==> src/shared/panel_pkg.sv <==
// constants, carriers and helpers for the front operator panel controller
package panel_pkg;
  // ---------------------------------------------------------------
  // timing
  // ---------------------------------------------------------------
  localparam int CLK_PERIOD_NS = 5;
  localparam int TICK_PERIOD_NS = 1000000;
  localparam int TICK_CYC = TICK_PERIOD_NS / CLK_PERIOD_NS;
  localparam int LAMP_MS = 1000;
  localparam int HOLD_MS = 500;
  localparam int DEB_MS = 10;
  localparam int REP_MS = 50;
  // ---------------------------------------------------------------
  // function map
  // ---------------------------------------------------------------
  localparam int NPARAM = 16;
  localparam logic [9:0] FN_MAX = 10'h3E7;
  localparam logic [9:0] MON_LO = 10'h258;
  localparam logic [9:0] MON_HI = 10'h31F;
  localparam logic [9:0] FN_STORE = 10'h3E2;
  localparam logic [9:0] PORT_LO = 10'h3E3;
  localparam logic [9:0] PORT_HI = 10'h3E7;
  // ---------------------------------------------------------------
  // glyphs, segment a..g in bits 0..6
  // ---------------------------------------------------------------
  typedef logic [6:0] seg_t;
  localparam seg_t G_BL = 7'h00;
  localparam seg_t G_ALL = 7'h7F;
  localparam seg_t G_MID = 7'h40;
  localparam seg_t G_P = 7'h73;
  localparam seg_t G_R = 7'h50;
  localparam seg_t G_O = 7'h5C;
  localparam seg_t G_T = 7'h78;
  localparam seg_t G_U = 7'h3E;
  localparam seg_t G_F = 7'h71;
  localparam seg_t G_L = 7'h38;
  localparam seg_t G_H = 7'h76;
  localparam seg_t G_I = 7'h06;
  localparam seg_t G_N = 7'h54;
  localparam seg_t G_A = 7'h77;
  localparam seg_t G_S = 7'h6D;
  localparam logic [1:0] HALF_ON = 2'h3;
  // ---------------------------------------------------------------
  // types
  // ---------------------------------------------------------------
  typedef struct packed {logic [1:0] half; seg_t [3:0] dig;} disp_s;
  typedef enum logic [3:0] {ST_LAMP = 4'h0, ST_NVCHK = 4'h1, ST_LOAD = 4'h3, ST_FUSE = 4'h2,
    ST_FINAL = 4'h6, ST_FUNC = 4'h7, ST_DATA = 4'h5, ST_NAVAIL = 4'h4, ST_PROT = 4'hC} state_e;
  typedef enum logic [1:0] {LIM_NONE = 2'h0, LIM_LO = 2'h1, LIM_HI = 2'h2} lim_e;
  typedef enum logic [1:0] {INIT_NONE = 2'h0, INIT_RELOAD = 2'h1, INIT_DEFAULT = 2'h2} init_e;
  typedef enum logic [1:0] {K_PARAM = 2'h0, K_MON = 2'h1, K_STORE = 2'h2, K_NONE = 2'h3} kind_e;
  typedef struct packed {logic we; logic [3:0] idx; logic [15:0] data;} pwr_s;
  typedef struct packed {logic stable; logic [7:0] deb; logic [9:0] hold; logic [7:0] rep; logic press;} key_s;
  typedef struct packed {logic [1:0] mode; logic [3:0] ptr;} sweep_s;
  typedef struct packed {
    state_e state; logic [17:0] tick; logic [9:0] tmr; logic [9:0] fn; logic [15:0] pend;
    lim_e lim; logic edit; logic red; logic green; disp_s disp; logic drive_en;
    logic [9:0] mon_sel; logic [15:0] par_val; pwr_s wr; logic store; init_e init;
  } ctl_s;
  // ---------------------------------------------------------------
  // per-parameter bounds, defaults and lock
  // ---------------------------------------------------------------
  function automatic logic [15:0] param_lo(input logic [3:0] i);
    param_lo = {12'h000, i};
  endfunction : param_lo
  function automatic logic [15:0] param_hi(input logic [3:0] i);
    param_hi = 16'h0064 + {8'h00, i, 4'h0};
  endfunction : param_hi
  function automatic logic [15:0] param_def(input logic [3:0] i);
    param_def = 16'h0020 + {12'h000, i};
  endfunction : param_def
  function automatic logic param_ro(input logic [3:0] i);
    param_ro = (i == 4'hF);
  endfunction : param_ro
  function automatic kind_e fn_kind(input logic [9:0] f);
    if (f < 10'(NPARAM)) fn_kind = K_PARAM;
    else if (f >= MON_LO && f <= MON_HI) fn_kind = K_MON;
    else if (f == FN_STORE) fn_kind = K_STORE;
    else fn_kind = K_NONE;
  endfunction : fn_kind
  function automatic seg_t dec7(input logic [3:0] d);
    seg_t t [10] = '{7'h3F, 7'h06, 7'h5B, 7'h4F, 7'h66, 7'h6D, 7'h7D, 7'h07, 7'h7F, 7'h6F};
    dec7 = (d < 4'hA) ? t[d] : G_MID;
  endfunction : dec7
  // binary to half digit plus four decimal digits, double dabble
  function automatic disp_s disp_num(input logic [15:0] v);
    logic [35:0] s;
    s = {20'h00000, v};
    for (int k = 0; k < 16; k++)
    begin
      for (int j = 0; j < 5; j++)
        if (s[16 + 4 * j +: 4] > 4'h4) s[16 + 4 * j +: 4] = s[16 + 4 * j +: 4] + 4'h3;
      s = {s[34:0], 1'b0};
    end
    disp_num.half = (s[35:32] != 4'h0) ? HALF_ON : 2'h0;
    for (int j = 0; j < 4; j++) disp_num.dig[j] = dec7(s[16 + 4 * j +: 4]);
  endfunction : disp_num
endpackage : panel_pkg

==> src/rtl/key_event.sv <==
// debounce and auto-repeat for one panel key
`timescale 1ns/1ps
module key_event
  import panel_pkg::*;
#(
  parameter int DEB = DEB_MS,
  parameter int HOLD = HOLD_MS,
  parameter int REP = REP_MS,
  parameter bit REPEAT = 1'b1
)(
  input wire logic core_clk,
  input wire logic sys_rst,
  input wire logic tick,
  input wire logic raw,
  output logic press
);
  key_s k_q;
  key_s k_d;

  // ---------------------------------------------------------------
  // filter on the ms tick: bounce shorter than DEB never reaches the fsm
  // ---------------------------------------------------------------
  always_comb
  begin
    k_d = k_q;
    k_d.press = 1'b0;
    if (tick)
    begin
      if (raw != k_q.stable)
      begin
        k_d.deb = k_q.deb + 8'h1;
        if (k_q.deb == 8'(DEB - 1))
        begin
          k_d.stable = raw;
          k_d.deb = '0;
          k_d.hold = '0;
          k_d.rep = '0;
          k_d.press = raw; // RULE24
        end
      end
      else
      begin
        k_d.deb = '0;
        if (REPEAT && k_q.stable)
        begin
          if (k_q.hold != 10'(HOLD)) k_d.hold = k_q.hold + 10'h1;
          else if (k_q.rep == 8'(REP - 1))
          begin
            k_d.rep = '0;
            k_d.press = 1'b1; // RULE12
          end
          else k_d.rep = k_q.rep + 8'h1;
        end
      end
    end
  end

  always_ff @(posedge core_clk)
  begin
    if (sys_rst) k_q <= '0;
    else k_q <= k_d;
  end

  assign press = k_q.press;
endmodule : key_event

==> src/rtl/param_store.sv <==
// active and nonvolatile parameter copies with reload, default and store sweeps
`timescale 1ns/1ps
module param_store
  import panel_pkg::*;
(
  input wire logic core_clk,
  input wire logic sys_rst,
  input wire init_e init,
  input wire logic store,
  input wire pwr_s wr,
  input wire logic [3:0] rd_a_idx,
  input wire logic [3:0] rd_b_idx,
  output logic [15:0] rd_a,
  output logic [15:0] rd_b,
  output logic busy
);
  localparam logic [1:0] M_IDLE = 2'h0;
  localparam logic [1:0] M_STORE = 2'h3;
  logic [15:0] active [NPARAM];
  logic [15:0] nv [NPARAM]; // never reset: this is the retained copy
  sweep_s s_q;
  sweep_s s_d;

  // ---------------------------------------------------------------
  // sweep one word a cycle; commands are ignored while one runs
  // ---------------------------------------------------------------
  always_comb
  begin
    s_d = s_q;
    if (s_q.mode == M_IDLE)
    begin
      s_d.ptr = '0;
      if (init != INIT_NONE) s_d.mode = init;
      else if (store) s_d.mode = M_STORE;
    end
    else
    begin
      s_d.ptr = s_q.ptr + 4'h1;
      if (s_q.ptr == 4'(NPARAM - 1)) s_d.mode = M_IDLE;
    end
  end

  always_ff @(posedge core_clk)
  begin
    if (sys_rst) s_q <= '0;
    else s_q <= s_d;
  end

  // arrays hold no reset on purpose
  always_ff @(posedge core_clk)
  begin
    if (s_q.mode == 2'(INIT_RELOAD)) active[s_q.ptr] <= nv[s_q.ptr]; // RULE19
    else if (s_q.mode == 2'(INIT_DEFAULT))
    begin
      active[s_q.ptr] <= param_def(s_q.ptr); // RULE3
      nv[s_q.ptr] <= param_def(s_q.ptr);
    end
    else if (s_q.mode == M_STORE) nv[s_q.ptr] <= active[s_q.ptr]; // RULE20
    else if (wr.we) active[wr.idx] <= wr.data;
  end

  assign rd_a = active[rd_a_idx];
  assign rd_b = active[rd_b_idx];
  assign busy = (s_q.mode != M_IDLE);
endmodule : param_store

==> src/rtl/panel_ctrl.sv <==
// front operator panel controller: power-up sequence and function/data menu
// Notes on behaviour
// RULE1: power-up first lights every display segment with both level leds off
// RULE2: the lamp test holds for about one second
// RULE3: then check nonvolatile data; load defaults, or show protect when locked
// RULE4: operator unlocks, resets for defaults, then relocks the write lock
// RULE5: an open line fuse lights the middle segment of its matching right digit
// RULE6: the drive stays disabled while any of the three fuses is open
// RULE7: after tests show F plus three-digit fault number, else power-up message
// RULE8: power-up message stays until any key press or a fault
// RULE9: function numbers span one thousand functions
// RULE10: both level leds are off at the function level
// RULE11: up adds one, down subtracts one from the function number per press
// RULE12: a key held half a second or more auto-repeats; the code repeats only up and down, toggle and enter never do
// RULE13: toggle key enters data level with green lit, again returns with leds off
// RULE14: portable-panel-only functions show not-available instead of data level
// RULE15: up and down change a pending value, red lit while it differs; the code lights red after any up or down until enter or toggle
// RULE16: each parameter has bounds; stepping past one shows a limit indication
// RULE17: enter commits the pending value, red off and green on
// RULE18: enter on a limit indication clamps to that bound, shows it, green on
// RULE19: committed values last until reset, then reload from nonvolatile copy
// RULE20: the store function writes active values into nonvolatile memory
// RULE21: enter on an unchangeable parameter discards the change
// RULE22: monitor functions show live values with green lit, updating at once
// RULE23: monitor functions ignore up, down and enter
// RULE24: each debounced press is one single action
`timescale 1ns/1ps
module panel_ctrl
  import panel_pkg::*;
#(
  parameter int TICK_CYC_P = TICK_CYC
)(
  input wire logic core_clk,
  input wire logic sys_rst,
  input wire logic key_up,
  input wire logic key_down,
  input wire logic level_toggle_key,
  input wire logic key_enter,
  input wire logic write_lock_switch,
  input wire logic nv_valid,
  input wire logic [2:0] fuse_open,
  input wire logic fault_active,
  input wire logic [9:0] fault_code,
  input wire logic [15:0] mon_value,
  input wire logic [3:0] par_sel,
  output disp_s disp,
  output logic led_red,
  output logic led_green,
  output logic drive_enable,
  output logic [9:0] mon_sel,
  output logic [15:0] par_val
);
  ctl_s st_q;
  ctl_s st_d;
  logic tick;
  logic [3:0] raw;
  logic [3:0] ev;
  logic [15:0] rd_a;
  logic [15:0] rd_b;
  logic busy;
  logic [3:0] pidx;
  logic any_key;
  disp_s fault_disp;

  // ---------------------------------------------------------------
  // ms tick divider and key events
  // ---------------------------------------------------------------
  assign tick = (st_q.tick == 18'(TICK_CYC_P - 1));
  assign raw = {key_enter, level_toggle_key, key_down, key_up};
  assign any_key = |ev;
  assign pidx = st_q.fn[3:0];

  // up and down repeat; toggle and enter never do
  for (genvar i = 0; i < 4; i++)
  begin : g_key
    key_event #(
      .DEB(DEB_MS),
      .HOLD(HOLD_MS),
      .REP(REP_MS),
      .REPEAT(i < 2)
    ) u_key (
      .core_clk(core_clk),
      .sys_rst(sys_rst),
      .tick(tick),
      .raw(raw[i]),
      .press(ev[i])
    );
  end

  param_store u_store (
    .core_clk(core_clk),
    .sys_rst(sys_rst),
    .init(st_q.init),
    .store(st_q.store),
    .wr(st_q.wr),
    .rd_a_idx(pidx),
    .rd_b_idx(par_sel),
    .rd_a(rd_a),
    .rd_b(rd_b),
    .busy(busy)
  );

  // fault code shown as F and three digits
  always_comb
  begin
    fault_disp = disp_num({6'h00, fault_code});
    fault_disp.half = 2'h0;
    fault_disp.dig[3] = G_F; // RULE7
  end

  // ---------------------------------------------------------------
  // sequence and menu
  // ---------------------------------------------------------------
  always_comb
  begin
    st_d = st_q;
    st_d.tick = tick ? 18'h0 : st_q.tick + 18'h1;
    st_d.wr = '0;
    st_d.store = 1'b0;
    st_d.init = INIT_NONE;
    st_d.mon_sel = st_q.fn;
    st_d.par_val = rd_b;
    unique case (st_q.state)
      ST_LAMP:
      begin
        if (tick)
        begin
          st_d.tmr = st_q.tmr + 10'h1;
          if (st_q.tmr == 10'(LAMP_MS - 1)) st_d.state = ST_NVCHK; // RULE2
        end
      end
      ST_NVCHK:
      begin
        // the copy is loaded only once the lamp test has ended
        if (nv_valid)
        begin
          st_d.init = INIT_RELOAD; // RULE19
          st_d.state = ST_LOAD;
        end
        else if (!write_lock_switch)
        begin
          st_d.init = INIT_DEFAULT; // RULE3
          st_d.state = ST_LOAD;
        end
        else st_d.state = ST_PROT; // RULE3
      end
      ST_LOAD:
      begin
        if (st_q.init == INIT_NONE && !busy) st_d.state = ST_FUSE;
      end
      ST_PROT:
      begin
        // only a reset leaves here, after the operator unlocks
        st_d.state = ST_PROT; // RULE4
      end
      ST_FUSE:
      begin
        // a blown fuse holds here; once all three fuses read closed the final display follows
        if (fuse_open == 3'h0) st_d.state = ST_FINAL;
      end
      ST_FINAL:
      begin
        if (any_key) st_d.state = ST_FUNC; // RULE8
      end
      ST_FUNC:
      begin
        if (ev[0] && st_q.fn != FN_MAX) st_d.fn = st_q.fn + 10'h1; // RULE11 RULE9
        else if (ev[1] && st_q.fn != 10'h0) st_d.fn = st_q.fn - 10'h1; // RULE11
        else if (ev[2])
        begin
          st_d.pend = rd_a;
          st_d.lim = LIM_NONE;
          st_d.edit = 1'b0;
          if (fn_kind(st_q.fn) == K_NONE) st_d.state = ST_NAVAIL; // RULE14
          else st_d.state = ST_DATA; // RULE13
        end
      end
      ST_NAVAIL:
      begin
        if (ev[2]) st_d.state = ST_FUNC;
      end
      ST_DATA:
      begin
        if (ev[2])
        begin
          st_d.state = ST_FUNC; // RULE13
          st_d.lim = LIM_NONE;
          st_d.edit = 1'b0;
        end
        else if (fn_kind(st_q.fn) == K_STORE)
        begin
          if (ev[3] && !busy) st_d.store = 1'b1; // RULE20
        end
        else if (fn_kind(st_q.fn) == K_PARAM)
        begin
          if (ev[0])
          begin
            st_d.edit = 1'b1; // RULE15
            if (st_q.lim == LIM_LO) st_d.lim = LIM_NONE;
            else if (st_q.pend >= param_hi(pidx)) st_d.lim = LIM_HI; // RULE16
            else st_d.pend = st_q.pend + 16'h1;
          end
          else if (ev[1])
          begin
            st_d.edit = 1'b1; // RULE15
            if (st_q.lim == LIM_HI) st_d.lim = LIM_NONE;
            else if (st_q.pend <= param_lo(pidx)) st_d.lim = LIM_LO; // RULE16
            else st_d.pend = st_q.pend - 16'h1;
          end
          else if (ev[3])
          begin
            st_d.edit = 1'b0;
            st_d.lim = LIM_NONE;
            st_d.wr.idx = pidx;
            if (param_ro(pidx)) st_d.pend = rd_a; // RULE21
            else
            begin
              st_d.wr.we = 1'b1; // RULE17
              if (st_q.lim == LIM_LO) st_d.pend = param_lo(pidx); // RULE18
              else if (st_q.lim == LIM_HI) st_d.pend = param_hi(pidx); // RULE18
              st_d.wr.data = st_d.pend;
            end
          end
        end
        // monitor functions take no action on up, down or enter
      end
      default:
      begin
        st_d.state = ST_LAMP;
      end
    endcase

    // drive, led and display outputs follow the next state so they never lag it; mon_sel lags fn by one cycle
    st_d.drive_en = (st_d.state == ST_FINAL || st_d.state == ST_FUNC || st_d.state == ST_DATA
      || st_d.state == ST_NAVAIL) && fuse_open == 3'h0; // RULE6
    st_d.red = (st_d.state == ST_DATA) && st_d.edit; // RULE15
    st_d.green = (st_d.state == ST_DATA) && !st_d.edit; // RULE13 RULE17 RULE22
    st_d.disp = '0;
    unique case (st_d.state)
      ST_LAMP:
      begin
        st_d.disp = {HALF_ON, G_ALL, G_ALL, G_ALL, G_ALL}; // RULE1
        st_d.red = 1'b0;
        st_d.green = 1'b0;
      end
      ST_PROT: st_d.disp.dig = {G_P, G_R, G_O, G_T}; // RULE3
      ST_FUSE:
      begin
        st_d.disp.dig[2] = fuse_open[0] ? G_MID : G_BL; // RULE5
        st_d.disp.dig[1] = fuse_open[1] ? G_MID : G_BL; // RULE5
        st_d.disp.dig[0] = fuse_open[2] ? G_MID : G_BL; // RULE5
      end
      ST_FINAL:
      begin
        if (fault_active) st_d.disp = fault_disp; // RULE7 RULE8
        else st_d.disp.dig = {G_P, G_MID, G_U, G_P}; // RULE7
      end
      ST_FUNC: st_d.disp = disp_num({6'h00, st_d.fn}); // RULE10
      ST_NAVAIL: st_d.disp.dig = {G_N, G_A, G_BL, G_BL}; // RULE14
      ST_DATA:
      begin
        unique case (fn_kind(st_d.fn))
          K_MON: st_d.disp = disp_num(mon_value); // RULE22
          K_STORE: st_d.disp.dig = {G_S, G_T, G_O, G_R};
          K_PARAM:
          begin
            if (st_d.lim == LIM_LO) st_d.disp.dig = {G_BL, G_L, G_O, G_BL}; // RULE16
            else if (st_d.lim == LIM_HI) st_d.disp.dig = {G_BL, G_H, G_I, G_BL}; // RULE16
            else st_d.disp = disp_num(st_d.pend);
          end
          K_NONE: st_d.disp.dig = {G_N, G_A, G_BL, G_BL};
        endcase
      end
      default: st_d.disp = '0;
    endcase
  end

  always_ff @(posedge core_clk)
  begin
    if (sys_rst) st_q <= '0;
    else st_q <= st_d;
  end

  assign disp = st_q.disp;
  assign led_red = st_q.red;
  assign led_green = st_q.green;
  assign drive_enable = st_q.drive_en;
  assign mon_sel = st_q.mon_sel;
  assign par_val = st_q.par_val;
endmodule : panel_ctrl

==> config.mk <==
export PLATFORM = sky130hd
export DESIGN_NAME = panel_ctrl
export DESIGN_NICKNAME = d
export VERILOG_FILES = /design/src/shared/panel_pkg.sv /design/src/rtl/key_event.sv /design/src/rtl/param_store.sv /design/src/rtl/panel_ctrl.sv
export SDC_FILE = /design/constraint.sdc
export NUM_CORES = 2
export LEC_CHECK = 0
export BUFFER_PORTS_ARGS = -buffer_cell sky130_fd_sc_hd__buf_4
export CAP_MARGIN = 20
export CELL_PAD_IN_SITES_DETAIL_PLACEMENT = 1
export CELL_PAD_IN_SITES_GLOBAL_PLACEMENT = 1
export CORE_UTILIZATION = 49
export CTS_BUF_LIST = sky130_fd_sc_hd__clkbuf_4 sky130_fd_sc_hd__clkbuf_8 sky130_fd_sc_hd__clkbuf_16
export DETAILED_ROUTE_END_ITERATION = 6
export PLACE_DENSITY_LB_ADDON = 0.05
export SYNTH_ARGS = -nofsm -noshare
export SYNTH_HDL_FRONTEND = slang
export SYNTH_SLANG_ARGS = --single-unit
==> constraint.sdc <==
create_clock -name core_clk -period 22.2 [get_ports core_clk]
set_clock_uncertainty 0.05 [all_clocks]
set_input_delay 1.11 -clock core_clk [delete_from_list [all_inputs] [get_ports core_clk]]
set_output_delay 1.11 -clock core_clk [all_outputs]
set_load 0.03 [all_outputs]
* Word-level counts from Yosys, hierarchy flattened
Memory sizes are Yosys's and may differ from the RTL's. A register that Yosys moved wholly into a read port is not among the register bits.
Cells that the tools add are included.
** Word-level totals
- Register bits :: 210
- Bits in latches :: 0
- RAM bits :: 512
- Bits in read-only memories :: 1680
- Output and inout bits :: 59
- Word-level logic and storage cells :: 908
- Memories :: 17
** Cells by class
- Add/sub/neg operators :: 111
- $mul :: 0
- Divide/modulo/power cells :: 0
- Order comparisons :: 131
- Equality and inequality tests :: 50
- Shift-type cells :: 0
- Muxes and demuxes :: 477
- Bitwise logic cells :: 27
- Reductions and logical operators :: 55
** Memories
- u_store.active :: words 16, bits a word 16, read ports 3, clocked after memory_dff 3, write ports 1, RTL line param_store.sv:19 : logic [15:0] active [NPARAM];
- u_store.nv :: words 16, bits a word 16, read ports 1, clocked after memory_dff 1, write ports 1, RTL line param_store.sv:20 : logic [15:0] nv [NPARAM];
- (no name shown) :: words 16, bits a word 7, read ports 1, clocked after memory_dff 0, write ports 0, RTL line panel_pkg.sv:83 : dec7 = (d < 4'hA) ? t[d] : G_MID;
- (no name shown) :: words 16, bits a word 7, read ports 1, clocked after memory_dff 0, write ports 0, RTL line panel_pkg.sv:83
- (no name shown) :: words 16, bits a word 7, read ports 1, clocked after memory_dff 0, write ports 0, RTL line panel_pkg.sv:83
- (no name shown) :: words 16, bits a word 7, read ports 1, clocked after memory_dff 0, write ports 0, RTL line panel_pkg.sv:83
- +11 memories
** Operator list (count)
- 2-to-1 mux 4 bit :: 322
- 2-to-1 mux 7 bit :: 47
- adder 4 x 2 -> 4 bit, second input constant :: 78
- > comparator 4 x 3 -> 1 bit, second input constant :: 78
- 2-to-1 mux 19 bit :: 10
- 2-to-1 mux 16 bit :: 11
- 2-to-1 mux 27 bit :: 6
- one-hot mux 21 bit (7 select lines) :: 1
- one-hot mux 28 bit (4 select lines) :: 1
- greater-or-equal comparator 5 bit, second input constant :: 15
- inverter 4 -> 5 bit :: 14
- < comparator 4 bit, second input constant :: 14
- 2-to-1 mux 28 bit :: 2
- adder 3 x 2 -> 4 bit, second input constant :: 13
- 2-to-1 mux 2 bit :: 26
- 2-to-1 mux 10 bit :: 5
- adder 8 x 1 -> 8 bit, second input constant :: 6
- > comparator 3 bit, second input constant :: 16
- one-hot mux 7 bit (6 select lines) :: 1
- adder 10 x 1 -> 10 bit, second input constant :: 4
- one-hot mux 19 bit (2 select lines) :: 1
- equality test 4 x 3 -> 1 bit, second input constant :: 8
- equality test 8 x 4 -> 1 bit, second input constant :: 4
- 2-to-1 mux 8 bit :: 4
- 55 further kinds :: 164

* Longest topological paths before layout
- Depth after elaboration :: 102
- Gate-level depth with buffers :: 92
- Depth with buffers taken out :: 80

* Hierarchy
A second synthesis with hierarchy kept.
** Second synthesis, totals
- Cell total of the unflattened synthesis :: 4651
- Area, all modules :: 50557.2 um^2
** Modules (own cells, without submodules)
- param_store :: instances 1, cells an instance 1120, area an instance 24054.3 um^2, sequential area each 15494.9 um^2
- panel_ctrl :: instances 1, cells an instance 3043, area an instance 22138.7 um^2, sequential area each 2862.7 um^2
- key_event (g_key[0].u_key ...) :: instances 2, cells an instance 191, area an instance 1654.1 um^2, sequential area each 560.5 um^2
- key_event (g_key[2].u_key ...) :: instances 2, cells an instance 53, area an instance 528.0 um^2, sequential area each 200.2 um^2

* Worst setup path after synthesis
Ideal clock, no wire load.
- Path kind :: reg-to-reg
- From :: reg st_q (netlist bit pidx[0])
- To :: reg st_q (netlist bit disp[12])
- Setup time :: 0.086 ns
- Data arrival time :: 19.498 ns
- Required time :: 22.064 ns
- Path slack :: 2.567 ns
- Stages on the path, launching flop included :: 85
- Buffers on the path :: 12
- Period minus slack after synthesis :: 19.633 ns
- Cell sequence :: dfxtp_1 > buf_2 > buf_2 > clkbuf_1 > buf_1 > clkbuf_1 > buf_1 > buf_1 > clkbuf_1 > mux4_2 > mux4_2 > a221oi_1 > o21ai_0 > a211o_1 > o221ai_1 > inv_1 > ha_1 > inv_1 > (+49 left out) > clkbuf_1 > nor3_1 > nor3_1 > a211oi_1 > a31o_2 > ha_1 > a21oi_1 > or3_1 > and2_1 > ha_1 > o21ai_2 > xnor2_1 > inv_1 > ha_1 > mux2i_1 > o211ai_1 > and3_1 > a211oi_1
** RTL lines
- start: declaration :: RTL line panel_ctrl.sv:53 : ctl_s st_q;
- start signal: assignment :: RTL line panel_ctrl.sv:281 : else st_q <= st_d;

==> flow_summary_export.csv <==
group,metric,value,unit
outcome,outcome,"complete, no violations",
sta,relSlewSlack,0.1903,
routing,ant_nets,0,
global_route,antenna_found_initial,1,
sta,period_needed,19380,ps
worst_setup_path,critPathLaunchType,"flop",
global_route,grt_pass1_wl,233.6,mm
cells_and_area,drive_gt1_frac,0.1787,
cts,ctsHoldBuffers,0,
logic_synthesis,synthCells,4586,
cts,htree_levels,3,
floorplanning,start_util,0.4957,
cts,cts_setup_buffers,0,
worst_setup_path,crit_top_cell,"ha_1",
cts,cts_buffers,83,
run,max_cap_violations,0,
logic_synthesis,ys_async_sr_fraction,0,
worst_setup_path,critPathMaxStageDelay,770,ps
routing,wl,151.4,mm
sta,hold_viol,0,
logic_synthesis,synthXorXnorAreaFrac,0.03315,
cts,root_buffer,"clkbuf_16",
placement,place.gp.congestion,0.9349,
cts,insertion_delay,680,ps
global_route,grt-ovfl-total,0,
cells_and_area,antenna_cells,0,
sta,finalCritPeriodShare,0.8728,
logic_synthesis,synth_top_area_share,0.3088,
sta,worst_pin_slew,1215,ps
cells_and_area,areaGrowthSynthToFinish,10.04,%
placement,numPortBuffers,100,
worst_setup_path,cp-end-kind,"flop",
hold_path,hold_path_class,"flop to flop",
worst_setup_path,required,22700,ps
logic_synthesis,synth_top_cell_by_area,"edfxtp_1",
logic_synthesis,yosys.area_share.simple,0.1334,
sta,rsz0062_at_grt,"false",
routing,wl_per_cell,25.12,um
floorplanning,core_region_area,0.1004,mm^2
logic_synthesis,syn_area,0.04978,mm^2
worst_setup_path,critPathSlowestCell,"dfxtp_1",
global_route,first_global_vias,39213,
cts,cts_sinks,737,
worst_setup_path,reg2reg_depth,76,
logic_synthesis,synth_edf_count,512,
routing,drcViolationCount,0,
sta,fmaxAchievable,0.05161,GHz
floorplanning,die_h,320.7,um
cts,cts.reportedPaths.clkPinSlew,60,ps
logic_synthesis,ys_ff_latch,737,
routing,dr.pass1.iters,5,
logic_synthesis,muxShareOfSynthArea,0.1767,
logic_synthesis,synth_ff_type,"edfxtp_1",
global_route,grt_max_degree,67,
logic_synthesis,synth_cell_type_count,122,
sta,setup_viol,0,
floorplanning,row_count,116,
worst_setup_path,worstSetupPathType,"flop to flop",
cts,post_cts_resized,0,
global_route,grt_use_total,0.2929,
logic_synthesis,yosys_warnings,0,
placement,dpl.hpwl,104.5,mm
logic_synthesis,synth_compound_area_frac,0.1421,
logic_synthesis,synth_area_leaders,"edfxtp_1 (31%), mux4_2 (14%), dfxtp_1 (9.0%)",
cts,clock_path_buffers,3,
logic_synthesis,ys_seq_area_frac,0.3993,
floorplanning,die_x,320.7,um
routing,dr_total_vias,38461,
logic_synthesis,avgSynthCellArea,10.86,um^2
floorplanning,io_pins,101,
worst_setup_path,rrSetupSlack,2820,ps
logic_synthesis,synthAdderAreaFrac,0.07233,
sta,drv_slew,0,
worst_setup_path,cp.arrival,19880,ps
logic_synthesis,synth_top_family_by_area,"multiplexers",
logic_synthesis,synth_nets,4915,
sta,tns,0,ps
floorplanning,die_area,0.1029,mm^2
hold_path,min_path_cells,2,
cells_and_area,nets,4927,
routing,vias_per_cell,6.384,
worst_setup_path,critPathMaxFanout,15,
routing,drtIter0Drc,2828,
cts,cts_tree,"yes",
[registers in the layout, indices dropped and copies added (netlist names)]
signal,count
g_key.u_key.k_q,72
u_store.active,256
par_val,16
u_store.s_q,6
mon_sel,10
drive_enable,1
st_d,6
pidx,4
g_key.u_key.press,4
u_store.nv,256
st_q,75
led_red,1
disp,29
led_green,1
[cells in the final DEF, fill, tap and decap left out, types with 17 or more instances in the layout]
master	netlist	layout
nand2_1	341	341
xnor2_1	103	103
or3_1	39	39
a211oi_1	54	54
o22ai_1	26	26
xor2_1	74	74
o31ai_1	17	17
nor2_2	3	29
dfxtp_1	225	219
o21a_1	26	26
a31oi_1	57	57
nor4_1	41	40
or2_2	22	22
nor2b_1	54	54
mux2i_1	128	128
clkbuf_16	0	86
o211ai_1	38	38
a21o_1	34	34
o221ai_1	18	18
and3_1	45	45
nand4_1	41	41
a22o_1	18	18
nor2_1	387	355
o21ai_0	203	203
nand3_1	100	100
inv_1	227	227
clkbuf_4	0	24
mux2_2	46	46
ha_1	287	287
edfxtp_1	512	512
and2_1	48	48
nand2b_1	55	55
buf_4	56	191
nor3_1	98	98
a221oi_1	23	23
mux4_2	308	308
a21oi_1	260	260
[cell usage after synthesis, types with 38 or more instances]
master / instances
a211oi_1: 54
a21oi_1: 260
a31oi_1: 57
and2_1: 48
and3_1: 45
buf_1: 38
buf_4: 56
clkbuf_1: 146
dfxtp_1: 225
edfxtp_1: 512
ha_1: 287
inv_1: 227
mux2_2: 46
mux2i_1: 128
mux4_2: 308
nand2_1: 341
nand2b_1: 55
nand3_1: 100
nand4_1: 41
nor2_1: 387
nor2b_1: 54
nor3_1: 98
nor4_1: 41
o211ai_1: 38
o21ai_0: 203
or3_1: 39
xnor2_1: 103
xor2_1: 74
[critical path: cells and delay by family, from the launching register on]
kind / cells / cell delay, ps
AOI/OAI and AO/OA: 26 / 6340
xor gates and xnor gates: 8 / 1870
adders and majority gates: 14 / 4060
buffers and inverters: 9 / 1700
DFF: 1 / 770
muxes: 2 / 570
and+or+nand+nor: 17 / 3790
[per-stage QoR]
stage | setup slack, ps | util | hold slack (ps) | instance area, um^2 | instances
floorplan | 2567 | - | 376.3 | 49780 | 4586
global placement | 3760 | 0.5156 | 390.4 | 51790 | 5868
detailed placement | 3357 | 0.5156 | 397.9 | 51790 | 5868
CTS | 3168 | 0.5452 | 406.0 | 54760 | 6023
global route | 1390 | 0.5454 | 434.0 | 54780 | 6025
finish | 2823 | 0.5454 | 401.0 | 54780 | 6025
[metal layers]
| metal | wire, um | vias to the layer above | global-route usage |
|---|---|---|---|
| met3 | 8515 | 326 | 0.03378 |
| met4 | 6623 | 0 | 0.1253 |
| met5 | 0 | - | 0 |
| met1 | 61030 | 19396 | 0.3694 |
| met2 | 75200 | 1261 | 0.5077 |
| li1 | - | 17478 | - |
[area by class of cell]
type	count	area (um^2)
clock inverters	39	551.8
multi-input cells	3354	27900
fillers	10673	45660
flip-flops and latches	737	19900
repair buffers	193	1453
inverters	229	859.6
clock buffers	116	2421
well taps	1357	1698
[kinds of logic (layout without fill, tap and decap cells)]
logic type	after synthesis	in the layout
multiplexers	486	486
flip-flops	737	737
AO/OA/AOI/OAI	1039	1039
buffers and inverters	495	577
adder cells (fa/ha/maj)	288	288
XOR/XNOR	181	181
AND/OR/NAND/NOR	1360	1360
[final timing paths]
check / start / endpoint
worst max-delay path: pidx[2] / disp[12]
worst min register to register: g_key[0].u_key.k_q[27] / g_key[0].u_key.k_q[27]
worst max register to register: pidx[2] / disp[12]
worst min-delay path: g_key[0].u_key.k_q[27] / g_key[0].u_key.k_q[27]
Power is left out: the tool's default activity adds up to more than one toggle a clock period on the data nets, which glitch-free logic cannot reach.
